## config.mk

```make
export PLATFORM = sky130hd
export DESIGN_NAME = tec_timer
export DESIGN_NICKNAME = d
export VERILOG_FILES = /design/src/rtl/tec_pkg.sv /design/src/rtl/tec_timer.sv
export SDC_FILE = /design/constraint.sdc
export NUM_CORES = 1
export LEC_CHECK = 0
export BUFFER_PORTS_ARGS = -buffer_cell sky130_fd_sc_hd__buf_4
export CORE_MARGIN = 1
export CORE_UTILIZATION = 52
export DETAILED_ROUTE_END_ITERATION = 16
export GPL_ROUTABILITY_DRIVEN = 0
export GPL_TIMING_DRIVEN = 0
export PLACE_DENSITY = 0.77
export SLEW_MARGIN = 20
export SYNTH_ARGS = -nofsm -noshare
export SYNTH_HDL_FRONTEND = slang
export SYNTH_SLANG_ARGS = --single-unit
```

## constraint.sdc

```tcl
create_clock -name core_clk -period 2.5 [get_ports core_clk]
set_input_delay 0.5 -clock core_clk [delete_from_list [all_inputs] [get_ports core_clk]]
set_output_delay 0.5 -clock core_clk [all_outputs]
set_load 0.02 [all_outputs]
```

## src/rtl/tec_pkg.sv

```systemverilog
/*
  Constants and carrier types for the timer/event counter with its
  count-clock selection. Assumes one 100 MHz core clock, a synchronous
  active-low reset, and that the CPU side issues one-cycle command strobes.
*/
// How it works
// - Four-bit mode register: source select, output enable.
// - Low bits pick system or count clock divider.
// - Top bit gates toggle flop onto pin.
// - Clock control muxes and prescales both clocks.
// - Counter adds one per count pulse.
// - Start command, match or reset clear counter.
// - Limit register loaded by its own command.
// - Reset sets limit register to all ones.
// - Comparator flags counter equal to limit.
// - Match raises top-priority timer interrupt, vector 10h.
// - Halt keeps the counter running normally.
// - Stop counts only from the count clock.
// - Registers kept; retention disables counter, count clock.
// - Stop left on timer, first external, serial, reset.
// - Halt left on reset or enabled interrupt.
// - Toggle output shares pin with port 2 bit 1.
package tec_pkg;

  localparam int MODE_W = 4;
  localparam int CNT_W = 8;
  localparam int PRE_W = 8;

  localparam logic [3:0] MODE_RST = 4'h0;
  localparam logic [7:0] COUNT_RST = 8'h00;
  localparam logic [7:0] LIMIT_RST = 8'hFF;
  localparam logic [7:0] PRE_RST = 8'h00;

  // Prescaler terminal counts (divide ratio minus one)
  localparam logic [7:0] SYS_DIV256_LAST = 8'hFF;
  localparam logic [7:0] SYS_DIV32_LAST = 8'h1F;
  localparam logic [7:0] CNT_DIV64_LAST = 8'h3F;
  localparam logic [7:0] CNT_DIV8_LAST = 8'h07;

  localparam logic [7:0] TIMER_VECTOR = 8'h10;
  localparam int TIMER_PRIORITY = 1;

  typedef enum logic [2:0]
  {
    SEL_SYS_DIV256 = 3'h0,
    SEL_CNT_DIV64 = 3'h1,
    SEL_CNT_DIRECT_A = 3'h2,
    SEL_CNT_DIRECT_B = 3'h3,
    SEL_SYS_DIV32 = 3'h4,
    SEL_CNT_DIV8 = 3'h5,
    SEL_UNUSED_A = 3'h6,
    SEL_UNUSED_B = 3'h7
  } tec_sel_type;

  typedef struct packed
  {
    logic timer_output_enable;
    tec_sel_type count_select;
  } tec_mode_type;

  typedef enum logic [1:0]
  {
    PWR_RUN,
    PWR_HALT,
    PWR_STOP,
    PWR_RETAIN
  } tec_power_type;

  typedef struct packed
  {
    logic timer_match_interrupt;
    logic first_external_interrupt;
    logic second_external_interrupt;
    logic serial_done_interrupt;
  } tec_irq_type;

endpackage

```

## src/rtl/tec_timer.sv

```systemverilog
/*
  Timer/event counter with clock mode register, prescalers, 8-bit
  counter, limit compare, toggle flop and power-down mode tracking.
  Assumes command strobes and interrupt flags come from core_clk logic;
  count_clock_input is an asynchronous pin and is synchronised here.
*/
module tec_timer
(
  input wire logic core_clk,
  input wire logic nrst,
  input wire logic count_clock_input,
  input wire logic mode_write_command,
  input wire logic [3:0] mode_wdata,
  input wire logic limit_load_command,
  input wire logic [7:0] limit_wdata,
  input wire logic timer_start_command,
  input wire logic halt_command,
  input wire logic stop_command,
  input wire logic retention_request,
  input wire tec_pkg::tec_irq_type other_irq,
  input wire tec_pkg::tec_irq_type irq_enable,
  input wire logic port2_bit1,
  output logic [7:0] event_count_value,
  output logic timer_match_interrupt,
  output logic timer_toggle_pin,
  output logic timer_toggle_state,
  output logic [7:0] timer_vector,
  output tec_pkg::tec_power_type power_state,
  output logic cpu_clock_enable
);

  tec_pkg::tec_mode_type mode_q;
  logic [7:0] limit_q;
  logic [7:0] count_q;
  logic [7:0] sys_pre_q;
  logic [7:0] cnt_pre_q;
  logic [2:0] x_sync_q;
  logic toggle_q;
  logic irq_q;
  tec_pkg::tec_power_type pwr_q;
  logic x_edge;
  logic sys_run;
  logic cnt_run;
  logic count_pulse;
  logic match;
  logic wake_stop;
  logic wake_halt;

  function automatic logic pre_hit(input logic [7:0] v,
                                   input logic [7:0] last);
    pre_hit = (v & last) == last;
  endfunction

  // Count input synchronised; edge taken from second and third stages
  always_ff @(posedge core_clk)
  begin
    if (!nrst)
      x_sync_q <= 3'h0;
    else
      x_sync_q <= {x_sync_q[1:0], count_clock_input};
  end

  assign x_edge = x_sync_q[1] & ~x_sync_q[2];

  // System clock reaches the timer in run and halt, not stop or retention
  assign sys_run = (pwr_q == tec_pkg::PWR_RUN) ||
                   (pwr_q == tec_pkg::PWR_HALT);
  assign cnt_run = (pwr_q != tec_pkg::PWR_RETAIN);

  always_ff @(posedge core_clk)
  begin
    if (!nrst)
      mode_q <= tec_pkg::MODE_RST;
    else if (mode_write_command && sys_run)
      mode_q <= tec_pkg::tec_mode_type'(mode_wdata);
  end

  always_ff @(posedge core_clk)
  begin
    if (!nrst)
      limit_q <= tec_pkg::LIMIT_RST;
    else if (limit_load_command && sys_run)
      limit_q <= limit_wdata;
  end

  // Prescalers free-run while their clock is present
  always_ff @(posedge core_clk)
  begin
    if (!nrst)
      sys_pre_q <= tec_pkg::PRE_RST;
    else if (sys_run)
      sys_pre_q <= sys_pre_q + 8'h01;
  end

  always_ff @(posedge core_clk)
  begin
    if (!nrst)
      cnt_pre_q <= tec_pkg::PRE_RST;
    else if (cnt_run && x_edge)
      cnt_pre_q <= cnt_pre_q + 8'h01;
  end

  // Source multiplexer
  always_comb
  begin
    count_pulse = 1'b0;
    unique case (mode_q.count_select)
      tec_pkg::SEL_SYS_DIV256:
        count_pulse = sys_run &&
                      pre_hit(sys_pre_q, tec_pkg::SYS_DIV256_LAST);
      tec_pkg::SEL_SYS_DIV32:
        count_pulse = sys_run &&
                      pre_hit(sys_pre_q, tec_pkg::SYS_DIV32_LAST);
      tec_pkg::SEL_CNT_DIV64:
        count_pulse = cnt_run && x_edge &&
                      pre_hit(cnt_pre_q, tec_pkg::CNT_DIV64_LAST);
      tec_pkg::SEL_CNT_DIV8:
        count_pulse = cnt_run && x_edge &&
                      pre_hit(cnt_pre_q, tec_pkg::CNT_DIV8_LAST);
      tec_pkg::SEL_CNT_DIRECT_A,
      tec_pkg::SEL_CNT_DIRECT_B:
        count_pulse = cnt_run && x_edge;
      tec_pkg::SEL_UNUSED_A,
      tec_pkg::SEL_UNUSED_B:
        count_pulse = 1'b0;
    endcase
  end

  assign match = (count_q == limit_q);

  // Match clears on the pulse that would step past the limit
  always_ff @(posedge core_clk)
  begin
    if (!nrst)
      count_q <= tec_pkg::COUNT_RST;
    else if (timer_start_command && sys_run)
      count_q <= tec_pkg::COUNT_RST;
    else if (count_pulse && match)
      count_q <= tec_pkg::COUNT_RST;
    else if (count_pulse)
      count_q <= count_q + 8'h01;
  end

  always_ff @(posedge core_clk)
  begin
    if (!nrst)
      irq_q <= 1'b0;
    else
      irq_q <= count_pulse && match;
  end

  always_ff @(posedge core_clk)
  begin
    if (!nrst)
      toggle_q <= 1'b0;
    else if (count_pulse && match)
      toggle_q <= ~toggle_q;
  end

  // Wake conditions; second external interrupt ignored in stop
  assign wake_stop = irq_q || other_irq.first_external_interrupt ||
                     other_irq.serial_done_interrupt;
  assign wake_halt = (irq_q && irq_enable.timer_match_interrupt) ||
                     |(other_irq & irq_enable);

  always_ff @(posedge core_clk)
  begin
    if (!nrst)
      pwr_q <= retention_request ? tec_pkg::PWR_RETAIN
                                 : tec_pkg::PWR_RUN;
    else
      unique case (pwr_q)
        tec_pkg::PWR_RUN:
          if (stop_command)
            pwr_q <= tec_pkg::PWR_STOP;
          else if (halt_command)
            pwr_q <= tec_pkg::PWR_HALT;
        tec_pkg::PWR_HALT:
          if (wake_halt)
            pwr_q <= tec_pkg::PWR_RUN;
        tec_pkg::PWR_STOP:
          if (wake_stop)
            pwr_q <= tec_pkg::PWR_RUN;
        tec_pkg::PWR_RETAIN:
          pwr_q <= tec_pkg::PWR_RETAIN;
      endcase
  end

  always_ff @(posedge core_clk)
  begin
    if (!nrst)
      timer_toggle_pin <= 1'b0;
    else if (mode_q.timer_output_enable)
      timer_toggle_pin <= toggle_q;
    else
      timer_toggle_pin <= port2_bit1;
  end

  assign event_count_value = count_q;
  assign timer_match_interrupt = irq_q;
  assign timer_toggle_state = toggle_q;
  assign timer_vector = tec_pkg::TIMER_VECTOR;
  assign power_state = pwr_q;
  assign cpu_clock_enable = (pwr_q == tec_pkg::PWR_RUN);

endmodule

```

==> results.cfg, run 1 <==
[setup_path]
crit_type = reg -> out
cp_cell_sequence = clkbuf_1 > nor2_1 > buf_4
arrival_ns = 1.57
endpoint_kind = output pin
cpPeakStageDelay_ns = 0.55
r2r_cells = 9
crit_slowest_cell = edfxtp_1
path_buf_inv = 2
path_max_fanout = 10
crit_cells = 3
critPathLaunchType = register
crit_family = buffers and inverters
worstPathRequired_ns = 2.00

[sta]
max_freq_mhz = 484.2
hold_viol = 0
final.setup_skew_ns = 0.005213
finalCritPeriodShare_pct = 82.60
fin_tns_setup_ns = 0
drv_slew = 0
setup_viol = 0
post-route-min-period_ns = 2.065
rsz0062_at_grt = false

[power_and_ir_drop]
p_int_mw = 1.128
clkPwrFrac_pct = 34.9
switchingPower_uw = 384.1
irDropWorstVdd_v = 0.0003922
switching_share_pct = 25.41
p_leak_nw = 1.076
total_power_mw = 1.512
p_per_area_nw_per_um2 = 585.4
p_seq_share_pct = 49.7
p_comb_share_pct = 15.4

[place]
dp_hpwl_um = 3023
io_buffers = 42

[detailed_routing]
drtPass1Iterations = 4
postRouteAntennaNets = 0
drt-wirelength-per-cell_um = 12.30
drcViolationCount = 0
wl_um = 4060
vias_per_cell = 5.064
vias = 1671
dr.first_iter.drc_count = 90

[global_route]
grt_use_total_pct = 21.36
grt_max_degree = 14
grt.overflow.total = 0
grt_pass1_wl_um = 6975
antenna_found_initial = 0
grt_pass1_vias = 1513

[clock_tree]
cts_sinks = 42
clk_pin_slew_ns = 0.08
cts.repair.resized = 0
clk_path_buf_depth = 2
cts_max_level = 2
cts_tree = yes
insertion_delay_ns = 0.29
numCtsBuffers = 5
cts-root-buf = clkbuf_8
cts_hold_buffers = 0
cts_setup_buffers = 0

[logic_synthesis]
syn-cell-area_um2 = 2074
ys_types = 40
ys_seq_elements = 42
syn_area_per_cell_um2 = 9.179
ys_warn_count = 0
yosysSeqAreaShare_pct = 41.50
netlist_instances = 226

[final_layout]
syn_to_final_growth_pct = 24.49
nNetsFinal = 316
drive_gt1_share_pct = 25.53
diodes = 0

[run_status]
status = finished, final reports clean

[die]
die_h_um = 65.16
fp.dieW_um = 65.16
io_pins = 52
initial_core_util_pct = 55.41
row_count = 22
dieArea_um2 = 4246
coreArea_um2 = 3744

[worst_hold_path]
holdCritPathClass = in -> reg
hold_depth = 3

[flow_run]
max_cap_violations = 0
## kinds of logic after synthesis
| group | count (synthesis) | synth area share (%) |
|---|---|---|
| adder cells (fa/ha/maj) | 5 | 3.016 |
| XOR/XNOR | 24 | 10.13 |
| buffers and inverters | 18 | 4.765 |
| AND/OR/NAND/NOR | 105 | 28.17 |
| other | 2 | 0.3620 |
| AO/OA/AOI/OAI | 24 | 9.167 |
| multiplexers | 6 | 2.895 |
| flip-flops | 42 | 41.50 |
## worst reg2reg max path, delay by kind of cell, from the launching register on
kind	cells	cell delay, ns
flops	1	0.38
compound gates	2	0.43
simple gates	5	0.74
fa+ha+maj	2	0.37
## registers in the layout, summed over array words and instances, names as in the netlist
register	flops
event_count_value	8
limit_q	8
sys_pre_q	8
cnt_pre_q	6
mode_q	4
x_sync_q	3
power_state	2
timer_match_interrupt	1
timer_toggle_pin	1
timer_toggle_state	1
## worst paths after layout
path | startpoint | to | slack (ns)
worst max-delay path | power_state[1] | cpu_clock_enable | 0.43
worst min-delay path | limit_wdata[1] | limit_q[1] | 0.41
worst max register to register | sys_pre_q[0] | event_count_value[2] | 0.47
worst min register to register | x_sync_q[0] | x_sync_q[1] | 0.44
## layout make-up
cell class                 count  area (um2)
clock buffer                   6       72.57
tap                           48       60.06
buffer                        17       95.09
inverter                       1       3.754
clock inverter                 2       37.54
timing repair buffer          42       315.3
multi-input combinational    172        1137
fill                         325        1161
sequential                    42       860.8
## metrics by stage
stage | setup WS [ns] | hold WS [ns] | util [%] | instances | area (um2)
2_1_floorplan | 0.7383 | 0.4119 | - | 232 | 2097
3_3_place_gp | 0.5547 | 0.4133 | 66.04 | 322 | 2472
4_1_cts | 0.4396 | 0.4070 | 68.98 | 330 | 2582
5_1_grt | 0.2838 | 0.4065 | 68.98 | 330 | 2582
6_report | 0.4349 | 0.4092 | 68.98 | 330 | 2582
3_5_place_dp | 0.5046 | 0.4230 | 66.04 | 322 | 2472
## power by group through the flow
stage | logic, mW | registers [mW] | clock network (mW)
after floorplan | 0.152 | 0.764 | 0
after global placement | 0.229 | 0.764 | 0
after detailed placement | 0.232 | 0.767 | 0
after CTS | 0.234 | 0.751 | 0.536
after global routing | 0.259 | 0.758 | 0.561
final | 0.233 | 0.751 | 0.528
## placed cells by master (no fill, tap or decap), drive strengths merged, types with 4 or more instances in the layout
master and n:
buf 52, dfxtp 40, nand2 32, xnor2 22
nand3 13, and2 13, clkbuf 13, nor2 12
nor2b 9, conb 8, mux2i 6, a21oi 6
o21ai 6, nand4 6, ha 5, a21boi 5
nor3 4, nand4b 4
## metal layers
layer	global-route usage, %	wire [um]
met1	28.51	1928
met2	33.12	1823
met3	5.729	251
met4	7.337	56
met5	0	0
## synthesized netlist by cell type
library cell	count	area share, %
dfxtp_1	40	39
nand2_1	31	5.6
xnor2_1	22	9.3
and2_1	13	3.9
nand3_1	13	3.1
nor2b_1	9	2.7
buf_4	8	2.9
clkbuf_1	7	1.3
nor2_2	7	2.1
mux2i_1	6	2.9
a21oi_1	5	1.2
ha_1	5	3.0
nand4_1	5	1.5
nor2_1	5	0.90
o21ai_0	5	1.2
nand4b_1	4	1.7
nor3_1	4	0.97
a21boi_0	3	1.1
and3_1	3	0.90
nand2b_1	3	0.90
or3_1	3	0.90
a211oi_1	2	0.72
a21boi_1	2	0.72
a31oi_1	2	0.60
conb_1	2	0.36
edfxtp_1	2	2.9
xor2_1	2	0.84
a211oi_4	1	0.97
a21oi_2	1	0.42
a221oi_1	1	0.42
and3b_1	1	0.42
buf_1	1	0.18
buf_2	1	0.24
inv_1	1	0.18
nand2_4	1	0.54
nand3b_1	1	0.36
nand3b_4	1	0.97
nand4_2	1	0.60
o21ai_4	1	0.78
o31ai_4	1	1.0
Power figures use the tool's default switching activity.
==> run 2, diff against run 1 <==
Clock period 2.5 ns to 2.2 ns, I/O delays scaled along.
==> run 2 against run 1 <==
  * Clock power grew 14%
  * Combinational power is 14% higher
  * Register-to-register slack worse by 0.28 ns
  * Die area stayed put
  * Highest routed layer unchanged
==> results.cfg, run 2 (synthesis results as in run 1) <==
[run_status]
status = finished, final reports clean

[clock_tree]
insertion_delay_ns = 0.29
cts_sinks = 42
cts_max_level = 2
numCtsBuffers = 5
clk_path_buf_depth = 2
clk_pin_slew_ns = 0.08
cts.repair.resized = 0
cts_setup_buffers = 0
cts_tree = yes
cts-root-buf = clkbuf_8
cts_hold_buffers = 0

[final_layout]
nNetsFinal = 316
final_cell_mix = buf_4 (50), dfxtp_1 (40), nand2_1 (31)
finalInstanceArea_um2 = 2585
multi_input_area_um2 = 1140
fill_cells = 324
syn_to_final_growth_pct = 24.61
drive_gt1_share_pct = 25.89
diodes = 0
final_common_cell = buf_4
fin_util_pct = 69.05
finalNonFillerCells = 330
seq_area_um2 = 860.8

[setup_path]
arrival_ns = 2.20
endpoint_kind = register
worstPathRequired_ns = 2.39
cp-startpoint = sys_pre_q[0]
r2r-end = event_count_value[2]
critPathLaunchType = register
crit_type = reg -> reg
cp_cell_sequence = ha_2 > and3_1 > ha_1 > nand2_1 > o31ai_4 > nand2_4 > a211oi_4 > nand3b_4 > nor2_2
critPathCapture = event_count_value[2]
crit_slowest_cell = dfxtp_1
reg2reg_from = sys_pre_q[0]
cpPeakStageDelay_ns = 0.38
r2r_cells = 9
path_max_fanout = 9
r2r_slack_ns = 0.19

[detailed_routing]
drt-wirelength-per-cell_um = 12.31
drtPass1Iterations = 4
drcViolationCount = 0
vias = 1661
wl_um = 4062
vias_per_cell = 5.033
dr.first_iter.drc_count = 85
postRouteAntennaNets = 0

[sta]
hold_viol = 0
max_freq_mhz = 497.0
fin_tns_setup_ns = 0
fin_hold_ws_ns = 0.3492
rsz0062_at_grt = false
finalCritPeriodShare_pct = 91.46
post-route-min-period_ns = 2.012
drv_slew = 0
final.setup_skew_ns = 0.006313
setup_viol = 0

[power_and_ir_drop]
irDropWorstVdd_v = 0.0004454
p_per_area_nw_per_um2 = 665.2
p_leak_nw = 1.073

[global_route]
grt_max_degree = 14
antenna_found_initial = 0
grt_pass1_wl_um = 6975
grt_use_total_pct = 21.36
grt_pass1_vias = 1513
grt.overflow.total = 0

[die]
coreArea_um2 = 3744
initial_core_util_pct = 55.41
io_pins = 52
die_h_um = 65.16
fp.dieW_um = 65.16
row_count = 22
dieArea_um2 = 4246

[worst_hold_path]
holdCritPathClass = in -> reg
hold_depth = 3

[place]
dp.cells = 322
dpl-instance-area_um2 = 2472
io_buffers = 42
dp_hpwl_um = 3023

[flow_run]
max_cap_violations = 0
run 2: worst max-delay path, delay by kind of cell, from the launching register on:
kind / cells / cell delay, ns
AND/OR/NAND/NOR: 5 / 0.73
adder cells (fa/ha/maj): 2 / 0.37
flip-flops: 1 / 0.38
AO/OA/AOI/OAI: 2 / 0.43
run 2: stage by stage:
stage	worst slack (ns)	power, mW
finish	0.1878	1.719
global route	0.03167	1.794
CTS	0.1734	1.729
detailed placement	0.2046	1.135
global placement	0.2547	1.129
floorplan	0.4383	1.041
run 2: final cells by class:
class	count	area share, %
inverters	1	0.1452
clock inverters	2	1.452
repair buffers	42	12.20
plain buffers	17	3.679
well taps	48	2.323
clock buffers	6	2.807
multi-input cells	172	44.09
flip-flops and latches	42	33.30
run 2: where the power goes:
part	switching, mW	total (mW)	leakage [nW]	internal [mW]
Combinational	0.132	0.265	0.675	0.133
Clock	0.262	0.601	0.0514	0.339
Sequential	0.0433	0.853	0.347	0.810
Total	0.438	1.72	1.07	1.28
run 2: worst min-delay path by stage:
stage | start | endpoint
3_3_place_gp | x_sync_q[0] | x_sync_q[1]
6_report | limit_wdata[1] | limit_q[1]
4_1_cts | limit_wdata[0] | limit_q[0]
5_1_grt | limit_wdata[6] | limit_q[6]
3_5_place_dp | x_sync_q[0] | x_sync_q[1]
2_1_floorplan | x_sync_q[0] | x_sync_q[1]
run 2: per-layer routing:
layer	global-route usage, %	vias up	wire (um)	part of all wire [%]
met4	7.337	0	56	1.4
met3	5.729	4	261	6.4
met1	28.51	751	1939	48
met2	33.12	49	1805	44
li1	-	857	-	-
met5	0	-	0	0
==> run 3, diff against run 2 <==
Settings changed: BUFFER_PORTS_ARGS -buffer_cell sky130_fd_sc_hd__buf_4 to -buffer_cell sky130_fd_sc_hd__buf_2.
==> run 3 against run 2 <==
  * Cell count unchanged
  * Register-to-register slack barely moved
  * Global-route usage down 0.32 points
  * Die area unchanged
  * Routed wire length fell by 4.7%
  * Combinational power is 8.3% lower
  * Via count is 0.30% lower
  * Utilization shrank 3.3 points
  * Largest power group unchanged
==> results.cfg, run 3 (synthesis results as in run 1) <==
[run_status]
status = finished, final reports clean

[final_layout]
fill_cells = 331
finalInstanceArea_um2 = 2462
final_cell_mix = buf_2 (43), dfxtp_1 (40), nand2_1 (31)
multi_input_area_um2 = 1137
syn_to_final_growth_pct = 18.70
nNetsFinal = 316
seq_area_um2 = 860.8
fin_util_pct = 65.78
final_common_cell = buf_2
diodes = 0
finalNonFillerCells = 330
drive_gt1_share_pct = 25.89

[clock_tree]
cts_max_level = 2
cts_setup_buffers = 0
cts_sinks = 42
clk_pin_slew_ns = 0.08
cts.repair.resized = 0
cts_hold_buffers = 0
numCtsBuffers = 5
cts-root-buf = clkbuf_8
clk_path_buf_depth = 2
insertion_delay_ns = 0.29
cts_tree = yes

[global_route]
grt_pass1_vias = 1521
grt_pass1_wl_um = 6837
antenna_found_initial = 0
grt.overflow.total = 0
grt_max_degree = 14
grt_use_total_pct = 21.03

[worst_hold_path]
hold_depth = 2
holdCritPathClass = in -> reg

[setup_path]
endpoint_kind = register
r2r_cells = 9
crit_type = reg -> reg
worstPathRequired_ns = 2.39
critPathLaunchType = register
arrival_ns = 2.21
path_max_fanout = 9

[sta]
finalCritPeriodShare_pct = 91.70
fin_tns_setup_ns = 0
final.setup_skew_ns = 0.004492
setup_ws_ns = 0.1825
hold_viol = 0
fin_hold_ws_ns = 0.3545
setup_viol = 0
max_freq_mhz = 495.7
drv_slew = 0
rsz0062_at_grt = false
post-route-min-period_ns = 2.018

[die]
coreArea_um2 = 3744
row_count = 22
fp.dieW_um = 65.16
io_pins = 52
initial_core_util_pct = 55.41
dieArea_um2 = 4246
die_h_um = 65.16

[power_and_ir_drop]
irDropWorstVdd_v = 0.0004310
p_per_area_nw_per_um2 = 654.2
p_seq_share_pct = 52.9
p_leak_nw = 1.046
clkPwrFrac_pct = 32.0
p_int_mw = 1.175
p_comb_share_pct = 15.1
switching_share_pct = 27.04
switchingPower_uw = 435.7
total_power_mw = 1.611

[place]
pre_cts_ws_ns = 0.2259
io_buffers = 42
dpl-instance-area_um2 = 2367
dp_hpwl_um = 2892
dp.cells = 322

[detailed_routing]
dr.first_iter.drc_count = 107
vias = 1656
drtPass1Iterations = 4
postRouteAntennaNets = 0
drt-wirelength-per-cell_um = 11.74
drcViolationCount = 0
wl_um = 3873
vias_per_cell = 5.018

[flow_run]
max_cap_violations = 0
## run 3: cell count changes in the layout (fill, tap and decap cells not counted)
cell,previous run,this run
bufinv_16,1,0
buf_2,1,43
clkbuf_8,5,6
clkinv_2,0,1
buf_4,50,8
clkbuf_1,8,7
ha_2,1,0
ha_1,4,5
## run 3: worst paths after layout
check                         start                   end  slack (ns)
hold reg to reg         x_sync_q[0]           x_sync_q[1]        0.44
hold / removal    count_clock_input           x_sync_q[0]        0.35
setup reg to reg       sys_pre_q[0]  event_count_value[7]        0.18
setup / recovery       sys_pre_q[0]  event_count_value[7]        0.18
## run 3: area by class of cell
type / count / area share, %
clock inverter: 2 / 0.5081
multi-input combinational: 172 / 46.19
clock buffer: 6 / 3.354
timing repair buffer: 42 / 8.537
inverter: 1 / 0.1524
buffer: 17 / 3.862
tap: 48 / 2.439
sequential: 42 / 34.96
## run 3: power by group through the flow
stage          sequential, mW  combinational [mW]  clock (mW)
3_5_place_dp            0.870               0.244           0
3_3_place_gp            0.868               0.240           0
5_1_grt                 0.861               0.275       0.565
2_1_floorplan           0.868               0.173           0
6_report                0.852               0.243       0.516
4_1_cts                 0.852               0.244       0.529
## run 3: per-layer routing
layer / vias to the layer above / GRT usage [%] / part of all wire (%)
met4: 0 / 7.065 / 0.57
met2: 48 / 31.96 / 44
met5: - / 0 / 0
met1: 746 / 28.54 / 49
li1: 860 / - / -
met3: 2 / 5.903 / 6.2
## run 3: critical path, stage by stage (launching register included)
cell and delay [ns]:
dfxtp_1 0.39, ha_1 0.23, and3_1 0.18, ha_1 0.14, nand2_1 0.09, o31ai_4 0.10, nand2_4 0.13, a211oi_4 0.32
nand3b_4 0.27, nor2_2 0.06
